===== src/core/fault_flag_pkg.sv =====
package fault_flag_pkg;

  // ==========================================================
  // bus geometry
  localparam int ADDR_W = 16;
  localparam int DATA_W = 8;
  localparam int NUM_BANKS = 3;

  // ==========================================================
  // register offsets
  localparam logic [ADDR_W-1:0] LIVE_CH_A_OFS   = 16'hfec0;
  localparam logic [ADDR_W-1:0] LIVE_CH_B_OFS   = 16'hfec1;
  localparam logic [ADDR_W-1:0] LIVE_SYS_OFS    = 16'hfec2;
  localparam logic [ADDR_W-1:0] LATCH_CH_A_OFS  = 16'hfec5;
  localparam logic [ADDR_W-1:0] LATCH_CH_B_OFS  = 16'hfec6;
  localparam logic [ADDR_W-1:0] LATCH_SYS_OFS   = 16'hfec7;
  localparam logic [ADDR_W-1:0] PG_CFG_OFS      = 16'hfed0;

  // ==========================================================
  // bank indices
  localparam int BANK_CH_A = 0;
  localparam int BANK_CH_B = 1;
  localparam int BANK_SYS  = 2;

  // ==========================================================
  // channel flag bit positions
  localparam int CH_OFF_BIT     = 7;
  localparam int CH_PG_BIT      = 6;
  localparam int CH_OC1_BIT     = 5;
  localparam int CH_OC2_BIT     = 4;
  localparam int CH_UV_BIT      = 3;
  localparam int CH_OV_BIT      = 2;
  localparam int CH_LL_BIT      = 1;
  localparam int CH_REF_BIT     = 0;

  // ==========================================================
  // system flag bit positions
  localparam int SYS_RSVD_BIT   = 7;
  localparam int SYS_SUPPLY_OVERVOLTAGE_BIT = 6;
  localparam int SYS_OC_BIT     = 5;
  localparam int SYS_OT2_BIT    = 4;
  localparam int SYS_OT1_BIT    = 3;
  localparam int SYS_AC_BIT     = 2;
  localparam int SYS_CRC_BIT    = 1;
  localparam int SYS_EXT_BIT    = 0;

  // ==========================================================
  // power-good option register layout
  localparam int PG_CFG_W          = 4;
  localparam int PG_CFG_AC_A_BIT   = 0;
  localparam int PG_CFG_WARN_A_BIT = 1;
  localparam int PG_CFG_AC_B_BIT   = 2;
  localparam int PG_CFG_WARN_B_BIT = 3;
  localparam logic [PG_CFG_W-1:0] PG_CFG_RESET = 4'h0;

  // ==========================================================
  // reset values
  localparam logic [DATA_W-1:0] FLAGS_RESET = 8'h00;
  localparam logic [DATA_W-1:0] RDATA_NONE  = 8'h00;

endpackage : fault_flag_pkg


===== src/core/fault_flag_status_bank.sv =====
// Local design decision: the plain strobed port.
`timescale 1ns/1ps
module fault_flag_status_bank
  import fault_flag_pkg::*;
(
  // clock and reset
  input  wire logic              core_clk_i,
  input  wire logic              rst_i,
  // register port
  input  wire logic [ADDR_W-1:0] reg_addr_i,
  input  wire logic [DATA_W-1:0] reg_wdata_i,
  input  wire logic              reg_wr_i,
  input  wire logic              reg_rd_i,
  output logic      [DATA_W-1:0] reg_rdata_o,
  // channel A conditions
  input  wire logic              shutdown_ch_a_i,
  input  wire logic              primary_overcurrent_ch_a_i,
  input  wire logic              secondary_overcurrent_ch_a_i,
  input  wire logic              undervoltage_ch_a_i,
  input  wire logic              overvoltage_ch_a_i,
  input  wire logic              light_load_ch_a_i,
  input  wire logic              reference_range_error_ch_a_i,
  input  wire logic              softstart_filter_active_ch_a_i,
  // channel B conditions
  input  wire logic              shutdown_ch_b_i,
  input  wire logic              primary_overcurrent_ch_b_i,
  input  wire logic              secondary_overcurrent_ch_b_i,
  input  wire logic              undervoltage_ch_b_i,
  input  wire logic              overvoltage_ch_b_i,
  input  wire logic              light_load_ch_b_i,
  input  wire logic              reference_range_error_ch_b_i,
  input  wire logic              softstart_filter_active_ch_b_i,
  // system conditions
  input  wire logic              supply_overvoltage_i,
  input  wire logic              shared_overcurrent_i,
  input  wire logic              overtemp_zone1_i,
  input  wire logic              overtemp_zone2_i,
  input  wire logic              temp_warning_zone1_i,
  input  wire logic              temp_warning_zone2_i,
  input  wire logic              ac_line_sense_low_i,
  input  wire logic              eeprom_checksum_error_i,
  input  wire logic              external_flag_sync_pin_i,
  // power-on commands
  input  wire logic              power_on_command_i,
  input  wire logic              power_on_command_ch_a_i,
  input  wire logic              power_on_command_ch_b_i,
  // pins and actions
  output logic                   power_good_fault_ch_a_n_o,
  output logic                   power_good_fault_ch_b_n_o,
  output logic                   immediate_shutdown_o,
  output logic                   restart_inhibit_o
);

  // ==========================================================
  // declarations
  logic [DATA_W-1:0]   live_d      [NUM_BANKS];
  logic [DATA_W-1:0]   live_q      [NUM_BANKS];
  logic [DATA_W-1:0]   latch_d     [NUM_BANKS];
  logic [DATA_W-1:0]   latch_q     [NUM_BANKS];
  logic [NUM_BANKS-1:0] latch_rd_hit;
  logic [PG_CFG_W-1:0] pg_cfg_q;
  logic [DATA_W-1:0]   rdata_q;
  logic                ext_s1_q;
  logic                ext_s2_q;
  logic                ext_s3_q;
  logic                external_flag_input_q;
  logic                off_ch_a_q;
  logic                off_ch_b_q;
  logic                pon_prev_q;
  logic                inhibit_q;
  logic                power_good_fault_ch_a;
  logic                power_good_fault_ch_b;

  // ==========================================================
  // external flag pin synchroniser
  always_ff @(posedge core_clk_i) begin
    if (rst_i) begin
      ext_s1_q <= 1'b0;
      ext_s2_q <= 1'b0;
      ext_s3_q <= 1'b0;
    end else begin
      ext_s1_q <= external_flag_sync_pin_i;
      ext_s2_q <= ext_s1_q;
      ext_s3_q <= ext_s2_q;
    end
  end

  // accept a change only once two stages agree
  always_ff @(posedge core_clk_i) begin
    if (rst_i) begin
      external_flag_input_q <= 1'b0;
    end else if (ext_s2_q == ext_s3_q) begin
      external_flag_input_q <= ext_s3_q;
    end
  end

  // ==========================================================
  // channel off flags
  always_ff @(posedge core_clk_i) begin
    if (rst_i) begin
      off_ch_a_q <= 1'b0;
    end else if (shutdown_ch_a_i || eeprom_checksum_error_i) begin
      off_ch_a_q <= 1'b1;
    end else if (power_on_command_ch_a_i) begin
      off_ch_a_q <= 1'b0;
    end
  end

  always_ff @(posedge core_clk_i) begin
    if (rst_i) begin
      off_ch_b_q <= 1'b0;
    end else if (shutdown_ch_b_i || eeprom_checksum_error_i) begin
      off_ch_b_q <= 1'b1;
    end else if (power_on_command_ch_b_i) begin
      off_ch_b_q <= 1'b0;
    end
  end

  // ==========================================================
  // power-good fault terms
  always_comb begin
    power_good_fault_ch_a = undervoltage_ch_a_i | off_ch_a_q
                          | eeprom_checksum_error_i
                          | softstart_filter_active_ch_a_i
                          | (pg_cfg_q[PG_CFG_AC_A_BIT] & ac_line_sense_low_i)
                          | (pg_cfg_q[PG_CFG_WARN_A_BIT] & temp_warning_zone1_i);
    power_good_fault_ch_b = undervoltage_ch_b_i | off_ch_b_q
                          | eeprom_checksum_error_i
                          | softstart_filter_active_ch_b_i
                          | (pg_cfg_q[PG_CFG_AC_B_BIT] & ac_line_sense_low_i)
                          | (pg_cfg_q[PG_CFG_WARN_B_BIT] & temp_warning_zone2_i);
  end

  // ==========================================================
  // live flag next values
  always_comb begin
    live_d[BANK_CH_A]              = FLAGS_RESET;
    live_d[BANK_CH_A][CH_OFF_BIT]  = off_ch_a_q;
    live_d[BANK_CH_A][CH_PG_BIT]   = power_good_fault_ch_a;
    live_d[BANK_CH_A][CH_OC1_BIT]  = primary_overcurrent_ch_a_i;
    live_d[BANK_CH_A][CH_OC2_BIT]  = secondary_overcurrent_ch_a_i;
    live_d[BANK_CH_A][CH_UV_BIT]   = undervoltage_ch_a_i;
    live_d[BANK_CH_A][CH_OV_BIT]   = overvoltage_ch_a_i;
    live_d[BANK_CH_A][CH_LL_BIT]   = light_load_ch_a_i;
    live_d[BANK_CH_A][CH_REF_BIT]  = reference_range_error_ch_a_i;
    live_d[BANK_CH_B]              = FLAGS_RESET;
    live_d[BANK_CH_B][CH_OFF_BIT]  = off_ch_b_q;
    live_d[BANK_CH_B][CH_PG_BIT]   = power_good_fault_ch_b;
    live_d[BANK_CH_B][CH_OC1_BIT]  = primary_overcurrent_ch_b_i;
    live_d[BANK_CH_B][CH_OC2_BIT]  = secondary_overcurrent_ch_b_i;
    live_d[BANK_CH_B][CH_UV_BIT]   = undervoltage_ch_b_i;
    live_d[BANK_CH_B][CH_OV_BIT]   = overvoltage_ch_b_i;
    live_d[BANK_CH_B][CH_LL_BIT]   = light_load_ch_b_i;
    live_d[BANK_CH_B][CH_REF_BIT]  = reference_range_error_ch_b_i;
    live_d[BANK_SYS]                = FLAGS_RESET;
    live_d[BANK_SYS][SYS_SUPPLY_OVERVOLTAGE_BIT] = supply_overvoltage_i;
    live_d[BANK_SYS][SYS_OC_BIT]     = shared_overcurrent_i;
    live_d[BANK_SYS][SYS_OT2_BIT]    = overtemp_zone2_i;
    live_d[BANK_SYS][SYS_OT1_BIT]    = overtemp_zone1_i;
    live_d[BANK_SYS][SYS_AC_BIT]     = ac_line_sense_low_i;
    live_d[BANK_SYS][SYS_CRC_BIT]    = eeprom_checksum_error_i;
    live_d[BANK_SYS][SYS_EXT_BIT]    = external_flag_input_q;
  end

  // ==========================================================
  // latched read decode
  always_comb begin
    latch_rd_hit            = '0;
    latch_rd_hit[BANK_CH_A] = reg_rd_i && (reg_addr_i == LATCH_CH_A_OFS);
    latch_rd_hit[BANK_CH_B] = reg_rd_i && (reg_addr_i == LATCH_CH_B_OFS);
    latch_rd_hit[BANK_SYS]  = reg_rd_i && (reg_addr_i == LATCH_SYS_OFS);
  end

  // ==========================================================
  // live and latched banks
  for (genvar b = 0; b < NUM_BANKS; b++) begin : g_bank
    // rising edge sets, a read clears only bits whose fault is gone, power-on command clears all but bits rising that cycle
    assign latch_d[b] = (live_d[b] & ~live_q[b])
                      | (latch_q[b]
                         & ~(({DATA_W{latch_rd_hit[b]}} & ~live_q[b])
                             | {DATA_W{power_on_command_i}}));

    always_ff @(posedge core_clk_i) begin
      if (rst_i) begin
        live_q[b] <= FLAGS_RESET;
      end else begin
        live_q[b] <= live_d[b];
      end
    end

    always_ff @(posedge core_clk_i) begin
      if (rst_i) begin
        latch_q[b] <= FLAGS_RESET;
      end else begin
        latch_q[b] <= latch_d[b];
      end
    end
  end

  // ==========================================================
  // power-good option register, the only writable one
  always_ff @(posedge core_clk_i) begin
    if (rst_i) begin
      pg_cfg_q <= PG_CFG_RESET;
    end else if (reg_wr_i && (reg_addr_i == PG_CFG_OFS)) begin
      pg_cfg_q <= reg_wdata_i[PG_CFG_W-1:0];
    end
  end

  // ==========================================================
  // read data, one cycle after the strobe
  always_ff @(posedge core_clk_i) begin
    if (rst_i) begin
      rdata_q <= RDATA_NONE;
    end else if (reg_rd_i) begin
      case (reg_addr_i)
        LIVE_CH_A_OFS:  rdata_q <= live_q[BANK_CH_A];
        LIVE_CH_B_OFS:  rdata_q <= live_q[BANK_CH_B];
        LIVE_SYS_OFS:   rdata_q <= live_q[BANK_SYS];
        LATCH_CH_A_OFS: rdata_q <= latch_q[BANK_CH_A];
        LATCH_CH_B_OFS: rdata_q <= latch_q[BANK_CH_B];
        LATCH_SYS_OFS:  rdata_q <= latch_q[BANK_SYS];
        PG_CFG_OFS:     rdata_q <= {{(DATA_W-PG_CFG_W){1'b0}}, pg_cfg_q};
        default:        rdata_q <= RDATA_NONE;
      endcase
    end else begin
      rdata_q <= RDATA_NONE;
    end
  end

  assign reg_rdata_o = rdata_q;

  // ==========================================================
  // supply overvoltage restart interlock
  always_ff @(posedge core_clk_i) begin
    if (rst_i) begin
      pon_prev_q <= 1'b0;
    end else begin
      pon_prev_q <= power_on_command_i;
    end
  end

  always_ff @(posedge core_clk_i) begin
    if (rst_i) begin
      inhibit_q <= 1'b0;
    end else if (live_q[BANK_SYS][SYS_SUPPLY_OVERVOLTAGE_BIT]) begin
      inhibit_q <= 1'b1;
    end else if (power_on_command_i != pon_prev_q) begin
      inhibit_q <= 1'b0;
    end
  end

  // ==========================================================
  // pin drive
  assign power_good_fault_ch_a_n_o = ~live_q[BANK_CH_A][CH_PG_BIT];
  assign power_good_fault_ch_b_n_o = ~live_q[BANK_CH_B][CH_PG_BIT];
  assign immediate_shutdown_o      = live_q[BANK_SYS][SYS_CRC_BIT];
  assign restart_inhibit_o         = inhibit_q;

endmodule : fault_flag_status_bank


===== config.mk =====
export PLATFORM = sky130hd
export DESIGN_NAME = fault_flag_status_bank
export DESIGN_NICKNAME = d
export VERILOG_FILES = /design/src/core/fault_flag_pkg.sv /design/src/core/fault_flag_status_bank.sv
export SDC_FILE = /design/constraint.sdc
export NUM_CORES = 1
export LEC_CHECK = 0
export BUFFER_PORTS_ARGS = -buffer_cell sky130_fd_sc_hd__buf_2
export CAP_MARGIN = 20
export CORE_ASPECT_RATIO = 0.8
export CORE_UTILIZATION = 50
export CTS_BUF_LIST = sky130_fd_sc_hd__clkbuf_2
export CTS_CLUSTER_DIAMETER = 120
export DETAILED_ROUTE_END_ITERATION = 6
export PLACE_DENSITY = 0.75
export SETUP_SLACK_MARGIN = 0.2
export SYNTH_ARGS = -nofsm -noshare
export SYNTH_HDL_FRONTEND = slang
export SYNTH_SLANG_ARGS = --single-unit

===== constraint.sdc =====
create_clock -name core_clk_i -period 1.4 [get_ports core_clk_i]
set_input_delay 0.14 -clock core_clk_i [delete_from_list [all_inputs] [get_ports core_clk_i]]
set_output_delay 0.14 -clock core_clk_i [all_outputs]
set_load 0.01 [all_outputs]

==> out/results.tsv, run 1 <==
stage	metric	value	unit
final_layout	final_cell_area	4029	sq um
yosys	yosysWarnings	0	
clock_network	htree_levels	3	
critical_path	r2r_cells	3	
sta	setup_violations	0	
sta	final_max_slew_viol_count	0	
global_routing	grt_overflow_total	0	
clock_network	path_clk_slew	0.18	ns
sta	rsz0062_at_grt	yes	
floorplan	std_cell_rows	24	
detailed_routing	dr.pass1.iters	4	
global_routing	grt_antenna_before_repair	0	
detailed_routing	via_per_inst	5.506	
detailed_routing	dr.first_iter.drc_count	140	
sta	fmax	841.5	MHz
yosys	synthCells	304	
floorplan	die_area	6078	sq um
pwr	ir_drop	0.6862	mV
final_layout	area_delta_synth_final	39.70	%
critical_path	worst_setup_path_end_kind	output pin	
global_routing	top_usage_layer	met2	
final_layout	layout.nets	483	
yosys	yosys-top-cells-count	dfxtp_1, a21oi_1, inv_1, a22oi_1, nor2b_1	
detailed_routing	remaining_drc_errors	0	
global_routing	grt_use_met1	36.27	%
critical_path	crit_start	live_q[1][6]	
yosys	async_reset_ff_share	0	%
place	portBuffers	63	
yosys	synth_most_common_cell	dfxtp_1	
yosys	yosysTopAreaCell	dfxtp_1	
floorplan	start_util	52.48	%
place	dpl_cell_area	3461	sq um
sta	skew	0.01923	ns
clock_network	cts.sinks	67	
critical_path	start_kind	register	
sta	post-route-min-period	1.188	ns
status	status	finished clean	
place	hpwl	5453	um
floorplan	chipHeight	69.93	um
detailed_routing	vias	2808	
yosys	synth_edf_count	0	
yosys	syn_area	2884	sq um
detailed_routing	ant_nets	0	
critical_path	r2r_slack	0.22	ns
global_routing	met2_usage	47.24	%
final_layout	final_layout_size_suffix_gt1_share	33.10	%
sta	worst_pin_slew	0.3587	ns
yosys	yosys-top-cells-area	dfxtp_1, a22oi_1, a21oi_1, mux2_2, nor2b_1	
yosys	ys_types	38	
global_routing	grt_pass1_vias	2871	
detailed_routing	routedWlPerCell	16.16	um
yosys	ys_seq_elements	67	
critical_path	rr_endpoint	reg_rdata_o[2]	
floorplan	io_pins	68	
sta	relSlewSlack	76.03	%
critical_path	r2r-start	live_q[0][2]	
sta	finalCritPeriodShare	84.88	%
critical_path	worst_ep_arrival_time	1.05	ns
sta	finalHoldViolCount	0	
clock_network	tritoncts	yes	
clock_network	cts_root_buffer	clkbuf_2	
global_routing	grt_max_degree	27	
yosys	syn_avg_cell_area	9.487	sq um
critical_path	crit_fanout	2	
yosys	syn_nets	360	
pwr	p_per_area	972.4	nW/um^2
detailed_routing	routed_wl	8242	um
yosys	yosysTopAreaCellShare	46.51	%
floorplan	die_w	86.91	um
global_routing	grt_pass1_wl	13410	um
yosys	ys_seq_area_share	46.51	%
run	cap_violations	0	
clock_network	cts_max_path_buffers	2	
global_routing	grtUsageTotal	29.36	%
critical_path	cp.required	1.26	ns
clock_network	numCtsBuffers	9	
clock_network	clk-insertion-delay-late	0.53	ns
worst_hold_path	hold_class	input port to register	
final_layout	antenna_cells	0	
sta	hold_ws	0.03436	ns
pwr	p_leak	1.690	nW
critical_path	worstSetupPathType	register to output pin	
global_routing	met3_usage	10.05	%
critical_path	endpoint	power_good_fault_ch_b_n_o	
floorplan	core_area	5495	sq um
place	gp_congestion	0.8186	
yosys	synth_ff_type	dfxtp_1	
area by class of cell:
class | instances | area, sq um
Sequential cell | 67 | 1353
Fill cell | 428 | 1466
Clock buffer | 9 | 45.04
Clock inverter | 7 | 92.59
Multi-Input combinational cell | 196 | 1399
Tap cell | 78 | 97.59
Inverter | 24 | 90.09
Timing Repair Buffer | 129 | 952.2
layout by cell type (no fill, tap or decap), types with 5 or more instances in the layout:
cell           instances
nand3_1                6
buf_6                  5
nor2_1                 9
a21oi_1               31
a22oi_1               22
nor3b_1                8
o311ai_1               5
dfxtp_1               60
buf_4                 32
nand4_1                5
clkbuf_2               9
nor3_1                 8
nor2b_1               19
nand2b_1              10
o2bb2ai_1              6
buf_2                 57
mux2i_1                8
inv_1                 22
nand2_1                5
o21ai_0               11
dfxtp_2                6
mux2_2                11
dlygate4sd3_1         33
sequential cells by signal, summed over array words and instances, names as in the netlist:
signal / flops
latch_q: 24
live_q: 23
reg_rdata_o: 8
pg_cfg_q: 4
ext_s1_q: 1
ext_s2_q: 1
ext_s3_q: 1
external_flag_input_q: 1
off_ch_a_q: 1
off_ch_b_q: 1
pon_prev_q: 1
restart_inhibit_o: 1
logic make-up (layout without fill, tap and decap cells):
kind of cell,count (synthesis),after routing,share of synthesized area [%]
DFF,67,67,46.51
AOI/OAI and AO/OA,87,87,20.04
buffers and inverters,41,169,5.857
xor gates and xnor gates,1,1,0.3037
and+or+nand+nor,89,89,20.22
muxes,19,19,7.072
metal layers:
metal | part of all wire, % | up-vias
li1 | - | 1363
met1 | 44 | 1343
met2 | 48 | 89
met3 | 5.7 | 13
met4 | 1.7 | 0
met5 | 0 | -
report_power, final:
part	total, mW	internal, mW	leakage [nW]	switching [mW]
Combinational	0.537	0.293	1.06	0.244
Sequential	2.07	2.01	0.556	0.0660
Clock	1.31	0.583	0.0755	0.726
repair_timing:
action / CTS / global route
pin swaps: 1 / 0
gates resized for setup: 8 / 13
hold endpoints to repair: 35 / 1
setup endpoints to repair: 5 / 16
hold buffers: 33 / 1
buffers inserted: 3 / 1
how the worst min path moves through the flow:
stage                                         from  slack (ns)             end  cells after the start
after global routing          temp_warning_zone1_i       0.006    live_q[0][6]                      3
after global placement           light_load_ch_b_i        0.35    live_q[1][1]                      3
after CTS                     temp_warning_zone2_i       0.001    live_q[1][6]                      3
after detailed placement  external_flag_sync_pin_i        0.35        ext_s1_q                      2
final                         temp_warning_zone2_i        0.03    live_q[1][6]                      3
after floorplan                      reg_addr_i[0]        0.23  reg_rdata_o[7]                      1
critical path, cell delays in order (launching register included):
cell and delay [ns]:
dfxtp_2 0.37, inv_2 0.05, buf_6 0.11
metrics by stage:
stage                     worst slack (ns)  std cells  power [mW]  setup TNS (ns)  utilization, %
after floorplan                     0.1028        304       2.330               0               -
final                               0.2117        510       3.918               0           73.32
after global placement            -0.02105        457       2.513        -0.02380           62.98
after global routing                0.1279        510       4.105               0           73.32
after CTS                           0.1622        509       3.897               0           72.31
after detailed placement          -0.05935        457       2.536         -0.4064           62.98
(Power assumes the default switching activity.)
==> inputs of run 2 (changes only) <==
- clock period: 1.4 -> 1.2 ns (I/O delays scaled with it)
==> run 2 against run 1 <==
Global-route usage is 1.3 points lower; largest cell class unchanged; final cell count grew 2.4%; critical endpoint is now reg_rdata_o[2]; sequential cell count is the same; non-clock buffer count is 12 higher; combinational power is 31% higher; register-to-register slack got worse by 0.19 ns; die area unchanged; utilization up 4.5 points; worst hold slack lost 0.0032 ns; design area rose by 6.1%.
==> out/results.tsv, run 2 (synthesized netlist as in run 1, its figures left out) <==
stage	metric	value	unit	change
clock_network	cts_max_path_buffers	2		unchanged
final_layout	fill_cells	362		was 428
pwr	p_leak	1.805	nW	was 1.690 nW
detailed_routing	dr.first_iter.drc_count	232		was 140
critical_path	r2r-start	live_q[0][2]		unchanged
detailed_routing	remaining_drc_errors	0		unchanged
floorplan	io_pins	68		unchanged
floorplan	std_cell_rows	24		unchanged
critical_path	crit_fanout	3		was 2
pwr	p_per_area	1030	nW/um^2	was 972.4 nW/um^2
final_layout	regArea	1371	sq um	was 1353 sq um
sta	worst_pin_slew	0.4673	ns	was 0.3587 ns
global_routing	grt_pass1_vias	2627		was 2871
detailed_routing	vias	2902		was 2808
clock_network	numCtsBuffers	9		unchanged
floorplan	die_area	6078	sq um	unchanged
detailed_routing	routed_wl	8663	um	was 8242 um
critical_path	start_kind	register		unchanged
pwr	clockPowerShare	29.0	%	was 33.4%
global_routing	grt_pass1_wl	12770	um	was 13410 um
global_routing	grt_max_degree	25		was 27
global_routing	grtUsageTotal	28.05	%	was 29.36%
global_routing	grt_overflow_total	0		unchanged
clock_network	cts.sinks	67		unchanged
floorplan	die_w	86.91	um	unchanged
critical_path	worst_setup_path_end_kind	register		was output pin
pwr	ir_drop	0.7265	mV	was 0.6862 mV
final_layout	multi_input_area	1531	sq um	was 1399 sq um
detailed_routing	via_per_inst	5.559		was 5.506
critical_path	r2r_slack	0.03	ns	was 0.22 ns
worst_hold_path	whs_path_depth	3		unchanged
clock_network	path_clk_slew	0.18	ns	about the same
critical_path	rr_endpoint	reg_rdata_o[2]		unchanged
sta	final_max_slew_viol_count	0		unchanged
pwr	pwr-share-comb	16.0	%	was 13.7%
detailed_routing	ant_nets	0		unchanged
sta	fmax	855.2	MHz	
pwr	power	4.400	mW	was 3.918 mW
floorplan	core_area	5495	sq um	unchanged
status	status	finished clean		unchanged
final_layout	layout.cells.most_common	buf_2		was dfxtp_1
critical_path	worstSetupPathType	register to register		was register to output pin
sta	skew	0.02424	ns	was 0.01923 ns
final_layout	layout.nets	495		was 483
critical_path	r2r_cells	3		unchanged
sta	finalCritPeriodShare	97.44	%	
worst_hold_path	min_from	softstart_filter_active_ch_b_i		was temp_warning_zone2_i
clock_network	hold_buffers	29		was 33
run	cap_violations	0		unchanged
final_layout	area_delta_synth_final	48.20	%	was 39.70%
final_layout	antenna_cells	0		unchanged
clock_network	clk-insertion-delay-late	0.50	ns	was 0.53 ns
pwr	power.internal	3.203	mW	was 2.881 mW
floorplan	chipHeight	69.93	um	unchanged
floorplan	start_util	52.48	%	unchanged
sta	setup_violations	0		unchanged
final_layout	final_cell_mix	buf_2, dfxtp_1, buf_4		was dfxtp_1, buf_2, dlygate4sd3_1
clock_network	htree_levels	3		unchanged
sta	relSlewSlack	68.85	%	was 76.03%
sta	hold_ws	0.03112	ns	was 0.03436 ns
global_routing	grt_antenna_before_repair	0		unchanged
critical_path	cp.required	1.59	ns	was 1.26 ns
place	gp_congestion	0.8283		was 0.8186
clock_network	cts_root_buffer	clkbuf_2		unchanged
detailed_routing	routedWlPerCell	16.60	um	was 16.16 um
worst_hold_path	hold_class	input port to register		unchanged
clock_network	tritoncts	yes		unchanged
final_layout	largest_register_ffs	24		unchanged
final_layout	final_layout_size_suffix_gt1_share	42.12	%	was 33.10%
final_layout	largest-register	latch_q		unchanged
critical_path	worst_ep_arrival_time	1.56	ns	was 1.05 ns
sta	post-route-min-period	1.169	ns	
place	portBuffers	63		unchanged
detailed_routing	dr.pass1.iters	6		was 4
place	hpwl	5450	um	was 5453 um
sta	finalHoldViolCount	0		unchanged
sta	rsz0062_at_grt	yes		unchanged
critical_path	crit_start	live_q[0][2]		was live_q[1][6]
pwr	sw_frac_of_total	27.21	%	was 26.45%
pwr	p_switching	1.197	mW	was 1.036 mW
pwr	seq_power_share	55.0	%	was 52.9%
worst_hold_path	whs_endpoint	live_q[1][6]		unchanged
[run 2: how the worst max path moves through the flow]
stage | end | slack (ns) | cells after the start
finish | reg_rdata_o[2] | 0.03 | 3
global route | power_good_fault_ch_a_n_o | -0.008 | 2
CTS | power_good_fault_ch_a_n_o | 0.06 | 2
detailed placement | pg_cfg_q[1] | -0.29 | 6
global placement | reg_rdata_o[7] | -0.26 | 5
floorplan | latch_q[1][6] | -0.07 | 4
[run 2: power groups by stage]
stage | Combinational, mW | Clock (mW) | Sequential, mW
finish | 0.705 | 1.28 | 2.42
global route | 0.755 | 1.39 | 2.43
CTS | 0.652 | 1.28 | 2.41
detailed placement | 0.539 | 0 | 2.46
global placement | 0.524 | 0 | 2.45
floorplan | 0.294 | 0 | 2.43
[run 2: worst max-delay path, cell delays in order (launching register included)]
cell	delay, ns
dfxtp_2	0.36
mux2_4	0.27
a222oi_1	0.34
nor2_1	0.09
[run 2: stage by stage]
stage	util [%]	instances	area [sq um]	setup WS, ns	setup TNS, ns
finish	77.78	522	4274	0.03075	0
CTS	75.48	521	4148	0.05873	0
global placement	65.98	469	3626	-0.2585	-5.421
detailed placement	65.98	469	3626	-0.2856	-5.755
global route	77.78	522	4274	-0.008066	-0.008987
floorplan	-	304	2947	-0.07279	-0.4425
[run 2: layer usage]
metal	up-vias	routed length, um	GRT usage (%)
met5	-	0	0
met2	117	4240	46.37
met4	0	144	7.963
met3	16	519	7.565
li1	1391	-	-
met1	1378	3759	35.82
[run 2: final cells by class]
cell class / count / share of cell area [%]
clock buffer: 10 / 1.171
timing repair buffer: 141 / 25.20
clock inverter: 6 / 1.317
multi-input combinational: 196 / 35.83
tap: 78 / 2.283
inverter: 24 / 2.108
sequential: 67 / 32.08
[run 2: what timing repair did]
action / 4_1_cts / 5_1_grt
endpoints found under the hold margin: 33 / 1
resized for setup: 26 / 31
pin swaps: 6 / 15
setup buffers: 7 / 1
setup endpoints to repair: 20 / 31
==> inputs of run 3 (changes only) <==
- CTS_BUF_LIST: sky130_fd_sc_hd__clkbuf_2 -> not set
==> run 3 against run 2 <==
Power grew 13%; combinational power shrank 10%; die area is the same; sequential cell count is the same; clock-buffer cell count grew 2; final cell count shrank 5.4%; critical path type unchanged; critical path depth is the same; clock skew shrank 0.017 ns; global-route usage shrank 2.2 points.
==> out/results.tsv, run 3 (synthesized netlist as in run 1, its figures left out) <==
stage	metric	value	unit	change
status	status	finished clean		unchanged
detailed_routing	routed_wl	8211	um	was 8663 um
detailed_routing	dr.pass1.iters	5		was 6
floorplan	start_util	52.48	%	unchanged
pwr	p_leak	1.731	nW	was 1.805 nW
floorplan	die_area	6078	sq um	unchanged
critical_path	worst_ep_arrival_time	1.41	ns	was 1.56 ns
clock_network	tritoncts	yes		unchanged
final_layout	final_util	77.39	%	was 77.78%
place	post-place-ws	-0.2856	ns	unchanged
global_routing	grt_max_degree	25		unchanged
final_layout	layout.cells.most_common	buf_2		unchanged
place	portBuffers	63		unchanged
floorplan	die_w	86.91	um	unchanged
clock_network	htree_levels	3		unchanged
final_layout	layout.nets	467		was 495
clock_network	path_clk_slew	0.07	ns	was 0.18 ns
critical_path	crit_fanout	3		unchanged
global_routing	grt_pass1_vias	2460		was 2627
critical_path	worstSetupPathType	register to register		unchanged
sta	finalHoldViolCount	0		unchanged
clock_network	numCtsBuffers	9		unchanged
sta	finalCritPeriodShare	99.61	%	was 97.44%
place	hpwl	5450	um	unchanged
final_layout	largest_register_ffs	24		unchanged
detailed_routing	vias	2771		was 2902
global_routing	grt_pass1_wl	11870	um	was 12770 um
critical_path	start_kind	register		unchanged
floorplan	std_cell_rows	24		unchanged
sta	setup_violations	0		unchanged
sta	skew	0.007341	ns	was 0.02424 ns
floorplan	chipHeight	69.93	um	unchanged
sta	post-route-min-period	1.195	ns	was 1.169 ns
final_layout	final_layout_size_suffix_gt1_share	46.63	%	was 42.12%
worst_hold_path	hold_class	input port to register		unchanged
clock_network	clk-insertion-delay-late	0.34	ns	was 0.50 ns
detailed_routing	via_per_inst	5.609		was 5.559
place	dpl_cell_area	3626	sq um	unchanged
critical_path	cp.required	1.42	ns	was 1.59 ns
pwr	power	4.977	mW	was 4.400 mW
global_routing	grt_antenna_before_repair	0		unchanged
sta	relSlewSlack	72.98	%	was 68.85%
detailed_routing	ant_nets	0		unchanged
sta	fmax	836.6	MHz	was 855.2 MHz
final_layout	final_cell_count_no_fill	494		was 522
global_routing	grtUsageTotal	25.83	%	was 28.05%
pwr	p_per_area	1170	nW/um^2	was 1030 nW/um^2
critical_path	cp_num_buf_inv	0		unchanged
place	gp_congestion	0.8283		unchanged
sta	final_max_slew_viol_count	0		unchanged
floorplan	io_pins	68		unchanged
sta	rsz0062_at_grt	yes		unchanged
global_routing	grt_overflow_total	0		unchanged
clock_network	cts_max_path_buffers	2		unchanged
final_layout	largest-register	latch_q		unchanged
sta	worst_slack	0.004678	ns	was 0.03075 ns
critical_path	crit_chain	mux2_4 > a222oi_1 > nor2_1		unchanged
final_layout	final_cell_area	4253	sq um	was 4274 sq um
detailed_routing	remaining_drc_errors	0		unchanged
clock_network	cts.sinks	67		unchanged
pwr	ir_drop	0.8072	mV	was 0.7265 mV
clock_network	cts_root_buffer	clkbuf_8		was clkbuf_2
final_layout	area_delta_synth_final	47.46	%	was 48.20%
floorplan	core_area	5495	sq um	unchanged
detailed_routing	routedWlPerCell	16.62	um	was 16.60 um
detailed_routing	dr.first_iter.drc_count	222		was 232
sta	worst_pin_slew	0.4052	ns	was 0.4673 ns
critical_path	slowest_delay	0.38	ns	was 0.36 ns
final_layout	antenna_cells	0		unchanged
critical_path	r2r_slack	0.005	ns	was 0.03 ns
critical_path	cp_slowest_cell	a222oi_1		was dfxtp_2
critical_path	worst_setup_path_end_kind	register		unchanged
place	dp_cells	469		unchanged
run	cap_violations	0		unchanged
critical_path	crit_family	compound AO/OA/AOI/OAI gates		was flip-flops
final_layout	final_cell_mix	buf_2, dfxtp_1, buf_4		unchanged
==> run 3: worst paths after layout <==
path	startpoint	to	cells after the start
min	light_load_ch_b_i	live_q[1][1]	3
max	pg_cfg_q[1]	reg_rdata_o[1]	3
min reg2reg	ext_s1_q	ext_s2_q	1
max reg2reg	pg_cfg_q[1]	reg_rdata_o[1]	3
==> run 3: power breakdown <==
| part | switching, mW | total (mW) | internal (mW) |
|---|---|---|---|
| clock | 0.847 | 1.92 | 1.07 |
| sequential | 0.0876 | 2.43 | 2.34 |
| combinational | 0.313 | 0.634 | 0.321 |
| total | 1.25 | 4.98 | 3.73 |
==> run 3: metal layers <==
| layer | wire length (um) | vias to the layer above | track usage (%) | share of wire, % |
|---|---|---|---|---|
| li1 | - | 1331 | - | - |
| met1 | 3666 | 1312 | 34.54 | 45 |
| met2 | 3925 | 108 | 41.47 | 48 |
| met3 | 457 | 20 | 6.383 | 5.6 |
| met4 | 162 | 0 | 7.037 | 2.0 |
| met5 | 0 | - | 0 | 0 |
==> run 3: area by class of cell <==
cell class	count	area [sq um]
clock inverter	4	48.80
timing repair buffer	113	817.0
multi-input combinational	196	1694
sequential	67	1350
tap	78	97.59
clock buffer	12	155.1
fill	367	1242
inverter	24	90.09
==> run 3: worst reg2reg max path: cells and delay by family, from the launching register on <==
kind,cells,cell delay (ns)
flops,1,0.33
mux,1,0.27
compound gates,1,0.38
simple gates,1,0.09
==> run 3: per-stage QoR <==
| step | hold slack, ns | TNS [ns] |
|---|---|---|
| after floorplan | 0.2115 | -0.4425 |
| after global placement | 0.3335 | -5.421 |
| after detailed placement | 0.3362 | -5.755 |
| after CTS | 0.007175 | 0 |
| after global routing | 0.01899 | -0.07492 |
| final | 0.005938 | 0 |
==> run 3: what timing repair did <==
action / 4_1_cts / 5_1_grt
hold buffers: 2 / 0
gates resized for setup: 28 / 48
pin swaps: 13 / 17
endpoints found under the setup margin: 19 / 38
buffers inserted: 3 / 4
hold endpoints to repair: 2 / 0
